==> src/verilog/posb_pkg.sv <==
/*
 * Package for the PWM output stage: register map, field positions,
 * reset values, mode and source encodings, and the state record.
 * Assumes a 32-bit Avalon-MM slave port with byte addresses.
 */
package posb_pkg;

    localparam int unsigned ADDR_W = 6;

    // Register byte offsets
    localparam logic [5:0] OFS_CTRL   = 6'h00;
    localparam logic [5:0] OFS_DBAND  = 6'h04;
    localparam logic [5:0] OFS_STEER0 = 6'h08;
    localparam logic [5:0] OFS_STEER1 = 6'h0c;
    localparam logic [5:0] OFS_BURST  = 6'h10;
    localparam logic [5:0] OFS_SDCTRL = 6'h14;
    localparam logic [5:0] OFS_SDSRC  = 6'h18;
    localparam logic [5:0] OFS_SDLVL  = 6'h1c;
    localparam logic [5:0] OFS_STATUS = 6'h20;

    // Control register fields
    localparam int unsigned CTRL_EN   = 0;
    localparam int unsigned CTRL_LD   = 1;
    localparam int unsigned CTRL_MODE = 2;
    localparam int unsigned CTRL_DBRE = 4;
    localparam int unsigned CTRL_DBFE = 5;

    // Dead-band register fields
    localparam int unsigned DB_RISE = 0;
    localparam int unsigned DB_FALL = 8;

    // Burst register fields
    localparam int unsigned BU_EN   = 0;
    localparam int unsigned BU_SOFT = 1;
    localparam int unsigned BU_SEL  = 4;

    // Shutdown control fields
    localparam int unsigned SD_EN    = 0;
    localparam int unsigned SD_ACT   = 1;
    localparam int unsigned SD_OVR   = 2;
    localparam int unsigned SD_ARS   = 3;
    localparam int unsigned SD_EVENT = 4;

    // Number of outside trigger lines: gate pin, 2 capture/compare, 4 comparators
    localparam int unsigned NSRC = 7;

    // Burst source selection codes
    localparam logic [2:0] MSRC_SOFT = 3'h7;

    // Reset values
    localparam logic [5:0] RST_STEER = 6'h00;
    localparam logic [5:0] RST_LVL   = 6'h00;

    typedef enum logic [1:0] {
        MODE_SINGLE = 2'b00,
        MODE_COMPL  = 2'b01,
        MODE_3PH    = 2'b10,
        MODE_FIXED  = 2'b11
    } posb_mode_e;

    typedef enum logic [1:0] {
        RUN_IDLE = 2'b00,
        RUN_ON   = 2'b01,
        RUN_STOP = 2'b10
    } posb_run_e;

    typedef struct packed {
        logic             wait_n;
        logic [31:0]      rdata;
        logic             en;
        logic             ld;
        posb_mode_e       mode;
        logic             dbre;
        logic             dbfe;
        logic [7:0]       dbr;
        logic [7:0]       dbf;
        logic [5:0]       steer_sel;
        logic [5:0]       steer_buf;
        logic [5:0]       steer_act;
        logic             ssync;
        logic             bu_en;
        logic             bu_soft;
        logic [2:0]       bu_sel;
        logic             sd_en;
        logic             sd_act;
        logic             sd_ovr;
        logic             sd_ars;
        logic [NSRC-1:0]  sd_src;
        logic [5:0]       sd_lvl;
        logic             sd_hold;
        logic             cond_q;
        logic [NSRC-1:0]  meta;
        logic [NSRC-1:0]  sync;
        logic             pwm;
        logic [7:0]       cnt_r;
        logic [7:0]       cnt_f;
        logic             freeze;
        posb_run_e        run;
        logic             restart;
        logic             frz_out;
        logic             irq;
        logic [5:0]       out;
    } posb_state_s;

endpackage

==> src/verilog/posb_top.sv <==
/*
 * PWM output stage: dead-band overlap handling, output steering,
 * burst gating and auto-shutdown overrides, behind an Avalon-MM slave.
 * Assumes the PWM core supplies period, rising and falling edge events
 * as one-cycle pulses on i_clock; gate, capture/compare and comparator
 * lines are asynchronous.
 */
// Register access over Avalon-MM and the address map were chosen for this implementation.
`timescale 1ns/100ps

module posb_top
    import posb_pkg::*;
(
    input  wire logic              i_clock,
    input  wire logic              i_rstn,
    input  wire logic [ADDR_W-1:0] i_avs_address,
    input  wire logic              i_avs_read,
    input  wire logic              i_avs_write,
    input  wire logic [31:0]       i_avs_writedata,
    input  wire logic [3:0]        i_avs_byteenable,
    output logic [31:0]            o_avs_readdata,
    output logic                   o_avs_waitrequest,
    input  wire logic              i_period_evt,
    input  wire logic              i_rise_evt,
    input  wire logic              i_fall_evt,
    input  wire logic              i_gate_pin,
    input  wire logic [1:0]        i_ccp_out,
    input  wire logic [3:0]        i_cmp_out,
    output logic [5:0]             o_out,
    output logic                   o_core_restart,
    output logic                   o_core_freeze,
    output logic                   o_shutdown_irq
);

    logic        rst_meta;
    logic        rst_n;
    posb_state_s st;
    posb_state_s next_st;

    always_ff @(posedge i_clock or negedge i_rstn) begin
        if (!i_rstn) begin
            rst_meta <= 1'b0;
            rst_n    <= 1'b0;
        end else begin
            rst_meta <= 1'b1;
            rst_n    <= rst_meta;
        end
    end

    // Combinational helpers
    logic        req;
    logic        wr;
    logic [31:0] wd;
    logic [31:0] rd;
    logic        mod_lvl;
    logic        cond;
    logic        sd_now;
    logic        pri;
    logic        cpl;
    logic [5:0]  steer;
    logic [5:0]  drive;
    logic [5:0]  lowbit;
    logic [31:0] ctrl_rd;
    logic [31:0] sd_rd;

    assign req = (i_avs_read | i_avs_write) & rst_n;
    assign wr  = i_avs_write & ~st.wait_n;

    // Byte-lane merge of write data over the addressed register's current value
    function automatic logic [31:0] merge(input logic [31:0] old, input logic [31:0] nw,
                                          input logic [3:0] be);
        logic [31:0] r;
        r = old;
        for (int b = 0; b < 4; b++) begin
            if (be[b]) begin
                r[8*b +: 8] = nw[8*b +: 8];
            end
        end
        return r;
    endfunction

    always_comb begin
        ctrl_rd = 32'h0;
        ctrl_rd[CTRL_EN] = st.en;
        ctrl_rd[CTRL_LD] = st.ld;
        ctrl_rd[CTRL_MODE +: 2] = st.mode;
        ctrl_rd[CTRL_DBRE] = st.dbre;
        ctrl_rd[CTRL_DBFE] = st.dbfe;
        sd_rd = 32'h0;
        sd_rd[SD_EN]    = st.sd_en;
        sd_rd[SD_ACT]   = st.sd_act;
        sd_rd[SD_OVR]   = st.sd_ovr;
        sd_rd[SD_ARS]   = st.sd_ars;
        sd_rd[SD_EVENT] = st.sd_hold;
    end

    always_comb begin
        case (i_avs_address)
            OFS_CTRL:   rd = ctrl_rd;
            OFS_DBAND:  rd = {16'h0, st.dbf, st.dbr};
            OFS_STEER0: rd = {26'h0, st.steer_sel};
            OFS_STEER1: rd = {31'h0, st.ssync};
            OFS_BURST:  rd = {25'h0, st.bu_sel, 2'h0, st.bu_soft, st.bu_en};
            OFS_SDCTRL: rd = sd_rd;
            OFS_SDSRC:  rd = {25'h0, st.sd_src};
            OFS_SDLVL:  rd = {26'h0, st.sd_lvl};
            OFS_STATUS: rd = {22'h0, st.run, st.freeze, st.sd_hold, st.out};
            default:    rd = 32'h0;
        endcase
        wd = merge(rd, i_avs_writedata, i_avs_byteenable);
    end

    // Burst source: one of seven lines, or the software bit at code 7, chosen by a 3-bit code
    always_comb begin
        if (st.bu_sel == MSRC_SOFT) begin
            mod_lvl = st.bu_soft;
        end else begin
            mod_lvl = st.sync[st.bu_sel];
        end
    end

    assign cond   = st.sd_en & |(st.sync & st.sd_src);
    assign sd_now = st.sd_en & (st.sd_act | st.sd_ovr | cond);
    assign pri    = st.pwm & (st.cnt_r == 8'h0);
    assign cpl    = ~st.pwm & (st.cnt_f == 8'h0);
    assign steer  = st.ssync ? st.steer_act : st.steer_sel;
    assign lowbit = steer & (~steer + 6'h1);

    // Steering patterns per mode
    always_comb begin
        drive = 6'h0;
        case (st.mode)
            MODE_SINGLE: begin
                drive = {6{pri}} & steer;
            end
            MODE_COMPL: begin
                drive[0] = pri & steer[0];
                drive[2] = pri & steer[2];
                drive[1] = cpl & steer[1];
                drive[3] = cpl & steer[3];
                drive[4] = (pri & steer[4]) | (cpl & steer[5]);
            end
            MODE_3PH: begin
                case (lowbit)
                    6'h01:   drive = {1'b0, 1'b0, pri, 1'b0, 1'b0, pri};
                    6'h02:   drive = {pri, 1'b0, 1'b0, 1'b0, 1'b0, pri};
                    6'h04:   drive = {pri, 1'b0, 1'b0, pri, 1'b0, 1'b0};
                    6'h08:   drive = {1'b0, 1'b0, 1'b0, pri, pri, 1'b0};
                    6'h10:   drive = {1'b0, pri, 1'b0, 1'b0, pri, 1'b0};
                    6'h20:   drive = {1'b0, pri, pri, 1'b0, 1'b0, 1'b0};
                    default: drive = 6'h0;
                endcase
            end
            default: begin
                drive[0] = pri;
                drive[1] = cpl;
            end
        endcase
    end

    always_comb begin
        next_st = st;
        next_st.restart = 1'b0;
        next_st.irq     = 1'b0;
        next_st.meta    = {i_cmp_out, i_ccp_out, i_gate_pin};
        next_st.sync    = st.meta;
        next_st.cond_q  = cond;

        // Bus slave: one wait cycle, answer on the next edge
        next_st.wait_n = 1'b1;
        if (req && st.wait_n) begin
            next_st.wait_n = 1'b0;
            next_st.rdata  = rd;
        end

        // Load request is consumed at the period event
        if (i_period_evt && st.ld) begin
            next_st.steer_act = st.steer_buf;
            next_st.ld        = 1'b0;
        end

        if (wr) begin
            case (i_avs_address)
                OFS_CTRL: begin
                    next_st.en   = wd[CTRL_EN];
                    next_st.mode = posb_mode_e'(wd[CTRL_MODE +: 2]);
                    next_st.dbre = wd[CTRL_DBRE];
                    next_st.dbfe = wd[CTRL_DBFE];
                    if (wd[CTRL_LD]) begin
                        next_st.ld = 1'b1;
                    end
                    if ((wd[CTRL_EN] && !st.en) || wd[CTRL_LD]) begin
                        next_st.steer_buf = st.steer_sel;
                    end
                end
                OFS_DBAND: begin
                    next_st.dbr = wd[DB_RISE +: 8];
                    next_st.dbf = wd[DB_FALL +: 8];
                end
                OFS_STEER0: next_st.steer_sel = wd[5:0];
                OFS_STEER1: begin
                    next_st.ssync = wd[0];
                    if (wd[0] && !st.ssync) begin
                        next_st.steer_act = st.steer_buf;
                    end
                end
                OFS_BURST: begin
                    next_st.bu_en   = wd[BU_EN];
                    next_st.bu_soft = wd[BU_SOFT];
                    next_st.bu_sel  = wd[BU_SEL +: 3];
                end
                OFS_SDCTRL: begin
                    next_st.sd_en  = wd[SD_EN];
                    next_st.sd_ovr = wd[SD_OVR];
                    next_st.sd_ars = wd[SD_ARS];
                    if (wd[SD_ACT]) begin
                        next_st.sd_act = 1'b1;
                        next_st.irq    = ~st.sd_act & wd[SD_EN];
                    end else if (!cond) begin
                        next_st.sd_act = 1'b0;
                    end
                end
                OFS_SDSRC: next_st.sd_src = wd[NSRC-1:0];
                OFS_SDLVL: next_st.sd_lvl = wd[5:0];
                default: begin
                end
            endcase
        end

        // Outside source: set wins over any clear in the same cycle except disabling shutdown
        if (cond) begin
            next_st.sd_act = 1'b1;
        end else if (st.sd_ars && st.cond_q) begin
            next_st.sd_act = 1'b0;
        end
        if (cond && !st.cond_q) begin
            next_st.irq = 1'b1;
        end
        if (!next_st.sd_en) begin
            next_st.sd_act = 1'b0;
            next_st.irq    = 1'b0;
        end

        // Override holds until a period event after the cause is gone, or until shutdown is disabled
        if (sd_now) begin
            next_st.sd_hold = 1'b1;
        end else if (i_period_evt || !st.sd_en) begin
            next_st.sd_hold = 1'b0;
        end

        // Burst gating
        case (st.run)
            RUN_IDLE: begin
                if (!st.bu_en || mod_lvl) begin
                    next_st.run     = RUN_ON;
                    next_st.restart = st.bu_en;
                end
            end
            RUN_ON: begin
                if (st.bu_en && !mod_lvl) begin
                    next_st.run = RUN_STOP;
                end
            end
            RUN_STOP: begin
                if (!st.bu_en || mod_lvl) begin
                    next_st.run = RUN_ON;
                end else if (i_period_evt && (st.mode != MODE_FIXED || st.pwm)) begin
                    next_st.run = RUN_IDLE;
                end
            end
            default: next_st.run = RUN_IDLE;
        endcase
        next_st.frz_out = (next_st.run == RUN_IDLE);

        // PWM level and dead-band counters
        if (st.run == RUN_IDLE || !st.en) begin
            next_st.pwm    = 1'b0;
            next_st.cnt_r  = 8'h0;
            next_st.cnt_f  = 8'h0;
            next_st.freeze = 1'b0;
        end else if (st.mode == MODE_FIXED) begin
            if (i_period_evt) begin
                next_st.pwm = ~st.pwm;
            end
        end else begin
            if (st.cnt_r != 8'h0) begin
                next_st.cnt_r = st.cnt_r - 8'h1;
            end
            if (st.cnt_f != 8'h0) begin
                next_st.cnt_f = st.cnt_f - 8'h1;
            end
            if (i_rise_evt) begin
                next_st.pwm   = 1'b1;
                next_st.cnt_f = 8'h0;
                if (st.dbre && st.mode != MODE_3PH) begin
                    next_st.cnt_r = st.dbr;
                    if (st.cnt_r > 8'h1) begin
                        next_st.freeze = 1'b1;
                    end
                end
            end else if (i_fall_evt) begin
                next_st.pwm   = 1'b0;
                next_st.cnt_r = 8'h0;
                if (st.dbfe && st.mode != MODE_3PH) begin
                    next_st.cnt_f = st.dbf;
                    if (st.cnt_f > 8'h1) begin
                        next_st.freeze = 1'b1;
                    end
                end
            end else if (st.freeze && next_st.cnt_r == 8'h0 && next_st.cnt_f == 8'h0) begin
                next_st.freeze = 1'b0;
            end
        end

        // Output priority: shutdown, then idle, then frozen, then steering
        // Levels appear in the same cycle as the flag and the interrupt
        if (sd_now || st.sd_hold || (next_st.sd_en && (next_st.sd_act || next_st.sd_ovr))) begin
            next_st.out = st.sd_lvl;
        end else if (st.run == RUN_IDLE || !st.en) begin
            next_st.out = 6'h0;
        end else if (st.freeze || next_st.freeze) begin
            next_st.out = st.out;
        end else begin
            next_st.out = drive;
        end
    end

    always_ff @(posedge i_clock or negedge rst_n) begin
        if (!rst_n) begin
            st           <= '0;
            st.wait_n    <= 1'b1;
            st.mode      <= MODE_SINGLE;
            st.run       <= RUN_IDLE;
            st.frz_out   <= 1'b1;
            st.steer_sel <= RST_STEER;
            st.sd_lvl    <= RST_LVL;
        end else begin
            st <= next_st;
        end
    end

    assign o_avs_readdata    = st.rdata;
    assign o_avs_waitrequest = st.wait_n;
    assign o_out             = st.out;
    assign o_core_restart    = st.restart;
    assign o_core_freeze     = st.frz_out;
    assign o_shutdown_irq    = st.irq;

endmodule

==> config.mk <==
export PLATFORM = sky130hd
export DESIGN_NAME = posb_top
export DESIGN_NICKNAME = d
export VERILOG_FILES = /design/src/verilog/posb_pkg.sv /design/src/verilog/posb_top.sv
export SDC_FILE = /design/constraint.sdc
export NUM_CORES = 1
export LEC_CHECK = 0
export ABC_AREA = 1
export BUFFER_PORTS_ARGS = -buffer_cell sky130_fd_sc_hd__buf_2
export CELL_PAD_IN_SITES_DETAIL_PLACEMENT = 0
export CELL_PAD_IN_SITES_GLOBAL_PLACEMENT = 1
export CORE_ASPECT_RATIO = 1.5
export CORE_MARGIN = 5
export CORE_UTILIZATION = 42
export CTS_CLUSTER_DIAMETER = 30
export DETAILED_ROUTE_END_ITERATION = 16
export PLACE_DENSITY_LB_ADDON = 0.1
export SYNTH_ARGS = -nofsm -noshare
export SYNTH_HDL_FRONTEND = slang
export SYNTH_SLANG_ARGS = --single-unit
==> constraint.sdc <==
create_clock -name i_clock -period 4.4 [get_ports i_clock]
set_input_delay 1.32 -clock i_clock [delete_from_list [all_inputs] [get_ports i_clock]]
set_output_delay 1.32 -clock i_clock [all_outputs]
set_load 0.05 [all_outputs]
# --- Word-level counts from Yosys, hierarchy flattened ---
# Index checks and enable logic that the tools add are counted.
# W data, S select, Z words.
word_totals:
  inputBits: 56
  regBits: 143
op_classes:
  eq_ne: 25
  reduce_logical: 51
  mux: 67
  bitwise: 24
  addsub: 3
  order_cmp: 3
ops:
  columns: ["operator", "n"]
  rows:
  - ["$pmux W16 S9", 1]
  - ["$mux W8", 9]
  - ["$mux W62", 1]
  - ["$mux W6", 10]
  - ["$mux W18", 2]
  - ["$pmux W6 S6", 1]
  - ["$mux W17", 2]
  - ["$mux W33", 1]
  - ["$logic_not A8 Y1", 4]
  - ["$eq A6 B5 Y1 const B", 5]
  - ["$mux W1", 24]
  - ["$eq A6 B4 Y1 const B", 3]
  - ["$reduce_and A2 Y1", 9]
  - ["$gt A8 B1 Y1 const B", 2]
  - ["$mux W16", 1]
  - ["$reduce_bool A8 Y1", 2]
  - ["$sub A8 B1 Y8 const B", 2]
  - ["$mux W7", 2]
  - ["$and A1 B1 Y1", 13]
  - ["$logic_and A1 B1 Y1", 13]
  - ["$and A6 B6 Y6", 2]
  - ["$eq A6 B3 Y1 const B", 2]
  - ["$eq A6 B6 Y1 const B", 2]
  - ["$pmux W2 S3", 2]
  - ["29 further kinds", 58]

# --- Longest topological paths before layout ---
# Gate-level depths: netlist of the first run.
depth:
  ltp_word: 16
  mapped_depth: 18
  ltp_nobuf: 18

# --- Worst setup path after synthesis of the first run ---
# No wires, ideal clock.
synth_timing:
  path_type: "register to register"
  start: "register rst_n"
  end: "register st, in the netlist o_avs_readdata[12]"
  path_slack_ns: 0.507
  path_stages_with_launch: 7
  synth_period_minus_slack_ns: 3.893
  required_ns: 4.266
  t_arrival_ns: 3.759
  n_path_buf: 1
  path_cell_list: "dfrtp_1 > nand2_1 > nor2_1 > inv_1 > clkbuf_1 > nand2_1 > o21ai_0"
synth_via:
  elab_chain_cells: 2
synth_rtl:
  columns: ["element", "line_no", "source"]
  rows:
  - ["start: declaration", "posb_top.sv:36", "logic rst_n;"]
  - ["start signal: assignment", "posb_top.sv:46", "rst_n <= rst_meta;"]
  - ["$and A1 B1 Y1", "posb_top.sv:66", "assign req = (i_avs_read | i_avs_write) & rst_n;"]
  - ["$logic_and A1 B1 Y1", "posb_top.sv:171", "if (req && st.wait_n) begin"]
  - ["end signal: assignment", "posb_top.sv:338", "st <= next_st;"]
  - ["end: declaration", "posb_top.sv:37", "posb_state_s st;"]
# No other way between the ends.
# A chain may end at the register's enable or synchronous reset.

# --- Final worst setup path of the first run ---
layout_timing:
  start: "input i_avs_write"
  end: "register st[77] (netlist name)"
layout_via:
  elab_chain_cells: 2
layout_rtl:
  columns: ["element", "line_no", "source"]
  rows:
  - ["start: declaration", "posb_top.sv:18", "input wire logic i_avs_write,"]
  - ["$and A1 B1 Y1", "posb_top.sv:67", "assign wr = i_avs_write & ~st.wait_n;"]
  - ["$reduce_and A3 Y1 (no source line)", null, null]
# No other way between the ends.

==> flow_summary_export.csv, run 1 <==
group,metric,value,unit
worst_setup_path,critical_path.max_fanout,11,
synthesis,netlist_instances,924,
worst_setup_path,required,4.68,ns
global_routing,grt_usage,0.230,
clocking,holdBufCountCts,0,
synthesis,synth_area_per_cell,7.58,um^2
synthesis,synth.yosys.warnings,0,
floorplan,io_pins,98,
power,cellInternalPower,2350,uW
power,clkPwrFrac,0.367,
synthesis,flip_flop_and_latch_count_after_synthesis,127,
power,pd_cells,479,nW/um^2
synthesis,yosysTopAreaCell,"sky130_fd_sc_hd__dfrtp_1",
synthesis,synth_flop_cell,"sky130_fd_sc_hd__dfrtp_1",
power,power_switching,1440,uW
worst_setup_path,crit_chain,"buf_2, inv_1, nor2_1, clkinv_1, nor2_1, nand3_1, o21ai_1, inv_1, nand2_1, o21ai_0",
clocking,htree_num_levels,4,
sta,drv_slew,0,
route,postRouteWirelength,21600,um
placement,final_weighted_congestion_in_routability_driven_placement,0.875,
floorplan,core_area,16300,um^2
route,drc,0,
synthesis,yosysTopAreaCellShare,0.447,
synthesis,synthDistinctLibCells,42,
global_routing,first_pass_grt_wire_length,34000,um
clocking,clock_tree.buffer_depth,2,
worst_setup_path,timing.setup.critical_path_class,"in -> reg",
worst_setup_path,critPathBufInv,4,
global_routing,grt_pass1_vias,6154,
synthesis,ys_top_cells_by_count,"sky130_fd_sc_hd__nand2_1 (257), sky130_fd_sc_hd__dfrtp_1 (125), sky130_fd_sc_hd__o21ai_0 (118)",
finish,area.growth.synth_to_final,12.8,%
worst_setup_path,crit_arrival,3.58,ns
status,status,"finished, final reports clean",
synthesis,synth.area.top_cells,"sky130_fd_sc_hd__dfrtp_1 (45%), sky130_fd_sc_hd__nand2_1 (14%), sky130_fd_sc_hd__o21ai_0 (8.4%), sky130_fd_sc_hd__inv_1 (4.6%), sky130_fd_sc_hd__buf_4 (4.2%)",
job,cap_viol_max_count,0,
power,comb_power_share,0.272,
floorplan,die_area,19400,um^2
sta,slew-limit-headroom,0.349,
route,final_antenna_violating_net_count,0,
sta,share_of_the_clock_period_used_by_the_worst_path_after_layout,0.749,
clocking,post_cts_buffers,0,
synthesis,ys_async_sr_fraction,1.00,
placement,dp_hpwl,16500,um
min_path,hold_path.class,"reg -> reg",
worst_setup_path,reg2reg_depth,16,
sta,timing.fmax,303,MHz
worst_setup_path,crit_path_max_incr_delay,0.49,ns
power,power_frac_seq,0.361,
clocking,cts_root_buf,"sky130_fd_sc_hd__clkbuf_16",
sta,finClkSkew,0.0142,ns
sta,grt_setup_unrepaired,"false",
synthesis,synth_enable_flop_cells,0,
sta,totalNegativeSetupSlack,0,ns
clocking,insertion_delay,0.42,ns
route,route.vias.total,6202,
power,max-vdd-ir-drop,215,uV
min_path,worstHoldPathCells,0,
placement,place.port_buffers,63,
synthesis,post_synth_instance_area,7010,um^2
sta,hold_violations,0,
sta,worst_pin_slew,0.977,ns
worst_setup_path,timing.critical_path.slowest_stage_cell,"sky130_fd_sc_hd__clkinv_1",
synthesis,synth.most_common_cell,"sky130_fd_sc_hd__nand2_1",
route,mean_number_of_vias_per_cell,5.21,
global_routing,grt_antenna_before_repair,0,
finish,post_route_cells_drive_above_1_share,0.161,
finish,antenna_cells,0,
clocking,cts.repair.resized,0,
floorplan,die_height,168,um
synthesis,synth_sequential_area_ratio,0.454,
worst_setup_path,timing.critical_path.to_type,"flip-flop",
worst_setup_path,startpoint_type,"primary input",
sta,setup_viol,0,
power,swShare,0.381,
route,routedWlPerCell,18.2,um
sta,fin_crit,3.30,ns
power,p_leak,0.00392,uW
floorplan,floorplan.die.width,115,um
worst_setup_path,path_delay_family,"simple AND/OR/NAND/NOR gates",
clocking,clk_pin_slew_worst_paths,0.07,ns
clocking,cts_tree,"yes",
route,drtIter0Drc,462,
sta,hold_ws,0.346,ns
floorplan,initial_core_util,0.429,
global_routing,grt_max_degree,73,
floorplan,number_of_core_rows,57,
clocking,tritoncts.num_buffers,17,
finish,finalCoreUtilization,0.484,
clocking,numClockSinks,127,
global_routing,overflow,0,
finish,layout.nets,1032,
route,detailedRoute.firstPassIterationCount,5,
worst_setup_path,stages_on_worst_setup_path,10,
worst reg2reg max path, cell delays in order, from the launching register on:
cell                      delay, ns
sky130_fd_sc_hd__dfrtp_1       0.41
sky130_fd_sc_hd__inv_1         0.13
sky130_fd_sc_hd__ha_1          0.24
sky130_fd_sc_hd__nand2_1       0.14
sky130_fd_sc_hd__nor2_2        0.31
sky130_fd_sc_hd__inv_1         0.16
sky130_fd_sc_hd__nor2_1        0.36
sky130_fd_sc_hd__nand2_1       0.09
sky130_fd_sc_hd__nand2_1       0.08
sky130_fd_sc_hd__nand2_1       0.05
sky130_fd_sc_hd__nand3_1       0.07
sky130_fd_sc_hd__o21ai_0       0.12
sky130_fd_sc_hd__nor2_1        0.14
sky130_fd_sc_hd__nand3_1       0.09
sky130_fd_sc_hd__nand2_1       0.10
sky130_fd_sc_hd__nand2_1       0.05
sky130_fd_sc_hd__nand2_1       0.06
metrics by stage:
step                      area [um^2]  instances  setup slack (ns)  total power, uW
after floorplan                  7060        939             0.507             2150
after global placement           7330       1159             0.723             2420
after detailed placement         7330       1159             0.742             2420
after CTS                        7910       1191              1.18             3820
after global routing             7910       1191             0.944             4020
final                            7910       1191              1.10             3790
cell usage in the layout (no fill, tap or decap), drive strengths merged:
cell / n
a2111oi: 1
a211oi: 1
a21oi: 24
a221oi: 1
a22oi: 3
a31oi: 6
a32o: 2
buf: 69
clkbuf: 18
clkinv: 5
clkinvlp: 2
conb: 17
dfrtp: 125
dfstp: 2
ha: 4
inv: 106
mux2: 2
mux2i: 2
nand2: 271
nand3: 54
nand3b: 3
nand4: 11
nor2: 100
nor3: 1
nor4: 2
o2111ai: 7
o211ai: 5
o21a: 1
o21ai: 120
o22ai: 12
o31ai: 2
or2: 4
xor2: 2
registers in the layout, indices dropped and copies added, names as in the netlist, 5 cells and up:
name and cells:
next_st 7, o_out 6, ctrl_rd 6, sd_rd 5, o_avs_readdata 16, st 81
routing by layer:
layer / track usage / wire length, um
met5: 0 / 0
met3: 0.0305 / 683
met2: 0.413 / 11400
met1: 0.279 / 8940
met4: 0.0787 / 655
area by class of cell:
class	count	area (um^2)
clock buffer	18	439
clock inverter	14	138
fill	1679	8430
inverter	99	372
multi-input combinational	658	3150
sequential	127	3180
tap	206	258
timing repair buffer	69	360
final timing paths:
kind	slack, ns	to	from
hold reg to reg	0.35	st[32]$_DFF_PN0_	next_st[32]$_DFF_PN0_
max in group asynchronous	2.46	st[28]$_DFFE_PN0P_	rst_n$_DFF_PN0_
min in group asynchronous	0.49	st[56]$_DFFE_PN0P_	rst_n$_DFF_PN0_
setup reg to reg	1.74	o_out[1]$_DFFE_PN0P_	st[12]$_DFFE_PN0P_
hold / removal	0.35	st[32]$_DFF_PN0_	next_st[32]$_DFF_PN0_
setup / recovery	1.10	st[77]$_DFFE_PN0P_	i_avs_write
kinds of logic after synthesis:
kind of cell / Yosys count / synth area share
flops: 127 / 0.454
other cells: 2 / 0.00107
buf+inv: 154 / 0.104
xor+xnor: 2 / 0.00250
compound gates: 185 / 0.148
fa+ha+maj: 4 / 0.00714
simple gates: 446 / 0.278
mux: 4 / 0.00607
power groups by stage:
stage / clock, uW / combinational (uW) / sequential, uW
floorplan: 0 / 771 / 1370
global placement: 0 / 1030 / 1390
detailed placement: 0 / 1030 / 1390
CTS: 1420 / 1030 / 1370
global route: 1470 / 1170 / 1380
finish: 1390 / 1030 / 1370
Note: power is estimated with default switching activity, not from simulation.
==> inputs of run 2 (changes only) <==
==> constraint.sdc (replaced) <==
create_clock -name i_clock -period 3.2 [get_ports i_clock]
set_input_delay 0.96 -clock i_clock [delete_from_list [all_inputs] [get_ports i_clock]]
set_output_delay 0.96 -clock i_clock [all_outputs]
set_load 0.05 [all_outputs]
==> run 2 against run 1 <==
- clock-buffer cell count did not move
- clock power is 44% higher
- sequential share of layout area decreased by 0.72 points
- critical path depth increased by 4
- final cell count grew 1.3%
- setup slack worse by 0.82 ns
- total power is 41% higher
- routed wire length increased by 0.88%
- flip-flop and latch count is the same
- critical path type unchanged
- critical endpoint is now st[97]$_DFFE_PN0P_
- largest cell class unchanged
==> flow_summary_export.csv, run 2 (same netlist as run 1, synthesis figures left out) <==
group,metric,value,unit
power,max-vdd-ir-drop,320,uV
floorplan,io_pins,98,
sta,share_of_the_clock_period_used_by_the_worst_path_after_layout,0.912,
floorplan,number_of_core_rows,57,
worst_setup_path,timing.critical_path.slowest_stage_cell,"sky130_fd_sc_hd__a2111oi_0",
floorplan,floorplan.die.width,115,um
route,mean_number_of_vias_per_cell,5.14,
job,cap_viol_max_count,0,
clocking,clk_pin_slew_worst_paths,0.07,ns
worst_setup_path,critical_path.max_fanout,11,
worst_setup_path,path_delay_family,"compound AO/OA/AOI/OAI gates",
finish,final_common_cell,"sky130_fd_sc_hd__nand2_1",
floorplan,initial_core_util,0.429,
global_routing,first_pass_grt_wire_length,34300,um
route,final_antenna_violating_net_count,0,
finish,layout.nets,1048,
clocking,insertion_delay,0.43,ns
worst_setup_path,setup.reg_to_reg.worst_slack,0.61,ns
sta,drv_slew,0,
finish,area.growth.synth_to_final,14.9,%
worst_setup_path,required,3.47,ns
min_path,hold_path.class,"reg -> async",
floorplan,die_height,168,um
power,pd_cells,661,nW/um^2
sta,layout_setup_ws,0.281,ns
clocking,cts_root_buf,"sky130_fd_sc_hd__clkbuf_16",
worst_setup_path,reg2reg_depth,16,
global_routing,grt_antenna_before_repair,0,
worst_setup_path,crit_start,"i_avs_address[1]",
clocking,numClockSinks,127,
sta,setup_viol,0,
finish,registers.top_by_ff_count,"st",
global_routing,grt_usage,0.233,
route,drc,0,
worst_setup_path,timing.critical_path.to_type,"flip-flop",
global_routing,overflow,0,
clocking,holdBufCountCts,0,
status,status,"finished, final reports clean",
worst_setup_path,startpoint_type,"primary input",
finish,layout.cells.most_common_list,"sky130_fd_sc_hd__nand2_1 (257), sky130_fd_sc_hd__dfrtp_1 (124), sky130_fd_sc_hd__o21ai_0 (118)",
floorplan,die_area,19400,um^2
sta,hold_violations,0,
sta,hold_ws,0.231,ns
worst_setup_path,critPathBufInv,5,
sta,grt_setup_unrepaired,"false",
sta,timing.fmax,343,MHz
clocking,tritoncts.num_buffers,17,
finish,number_of_flip_flops_under_the_largest_register_name,81,
global_routing,grt_pass1_vias,6203,
clocking,clock_tree.buffer_depth,2,
placement,preCtsSetupSlack,-0.142,ns
finish,antenna_cells,0,
placement,dp_hpwl,16600,um
sta,slew-limit-headroom,0.383,
sta,worst_pin_slew,0.923,ns
placement,final_weighted_congestion_in_routability_driven_placement,0.896,
worst_setup_path,worst_r2r_endpoint,"o_out[4]$_DFFE_PN0P_",
finish,finalCoreUtilization,0.493,
worst_setup_path,crit_arrival,3.19,ns
clocking,cts_tree,"yes",
route,route.vias.total,6199,
power,p_leak,0.00401,uW
worst_setup_path,crit_chain,"buf_2, nor2_1, buf_4, nand2_2, nor2_1, buf_4, nand2_1, o21ai_0, a2111oi_0, buf_4, nand2_1, o21ai_0, buf_4, o21ai_0",
clocking,cts.repair.resized,0,
worst_setup_path,cp_common_cell,"sky130_fd_sc_hd__buf_4",
worst_setup_path,r2r_start,"st[12]$_DFFE_PN0P_",
route,drtIter0Drc,458,
clocking,htree_num_levels,4,
route,postRouteWirelength,21800,um
floorplan,core_area,16300,um^2
clocking,post_cts_buffers,0,
worst_setup_path,crit_path_max_incr_delay,0.70,ns
global_routing,grt_max_degree,60,
route,routedWlPerCell,18.1,um
route,detailedRoute.firstPassIterationCount,5,
sta,finClkSkew,0.0129,ns
placement,place.port_buffers,63,
finish,post_route_cells_drive_above_1_share,0.174,
worst_setup_path,timing.setup.critical_path_class,"in -> reg",
sta,fin_crit,2.92,ns
-- run 2: layout make-up --
| class | instances | area, um^2 |
|---|---|---|
| flip-flops and latches | 127 | 3180 |
| multi-input cells | 658 | 3150 |
| repair buffers | 85 | 480 |
| inverters | 99 | 372 |
| clock buffers | 18 | 429 |
| fillers | 1742 | 8280 |
| well taps | 206 | 258 |
| clock inverters | 14 | 171 |
-- run 2: per-layer routing --
metal	up-vias	share of wire	track usage
met3	37	0.043	0.0434
met2	182	0.53	0.412
met5	-	0	0
met4	0	0.030	0.0858
met1	2878	0.40	0.277
li1	3102	-	-
-- run 2: stage by stage --
step	power (uW)	TNS, ns	std cells	instance area, um^2
6_report	5320	0	1207	8050
3_3_place_gp	3350	-0.853	1175	7450
3_5_place_dp	3350	-0.733	1175	7450
5_1_grt	5650	0	1207	8050
2_1_floorplan	2950	0	939	7060
4_1_cts	5360	0	1207	8050
-- run 2: worst max path at each step --
stage,endpoint,depth (start not counted)
floorplan,o_avs_readdata[12]$_DFFE_PN0P_,6
global placement,st[97]$_DFFE_PN0P_,14
detailed placement,st[97]$_DFFE_PN0P_,14
CTS,st[97]$_DFFE_PN0P_,14
global route,st[97]$_DFFE_PN0P_,14
finish,st[97]$_DFFE_PN0P_,14
-- run 2: power by group --
group,internal (uW),switching (uW),leakage [uW],total [uW]
logic,425,1010,0.00207,1430
clock network,1180,821,0.000293,2000
registers,1750,138,0.00165,1890
total,3350,1970,0.00401,5320
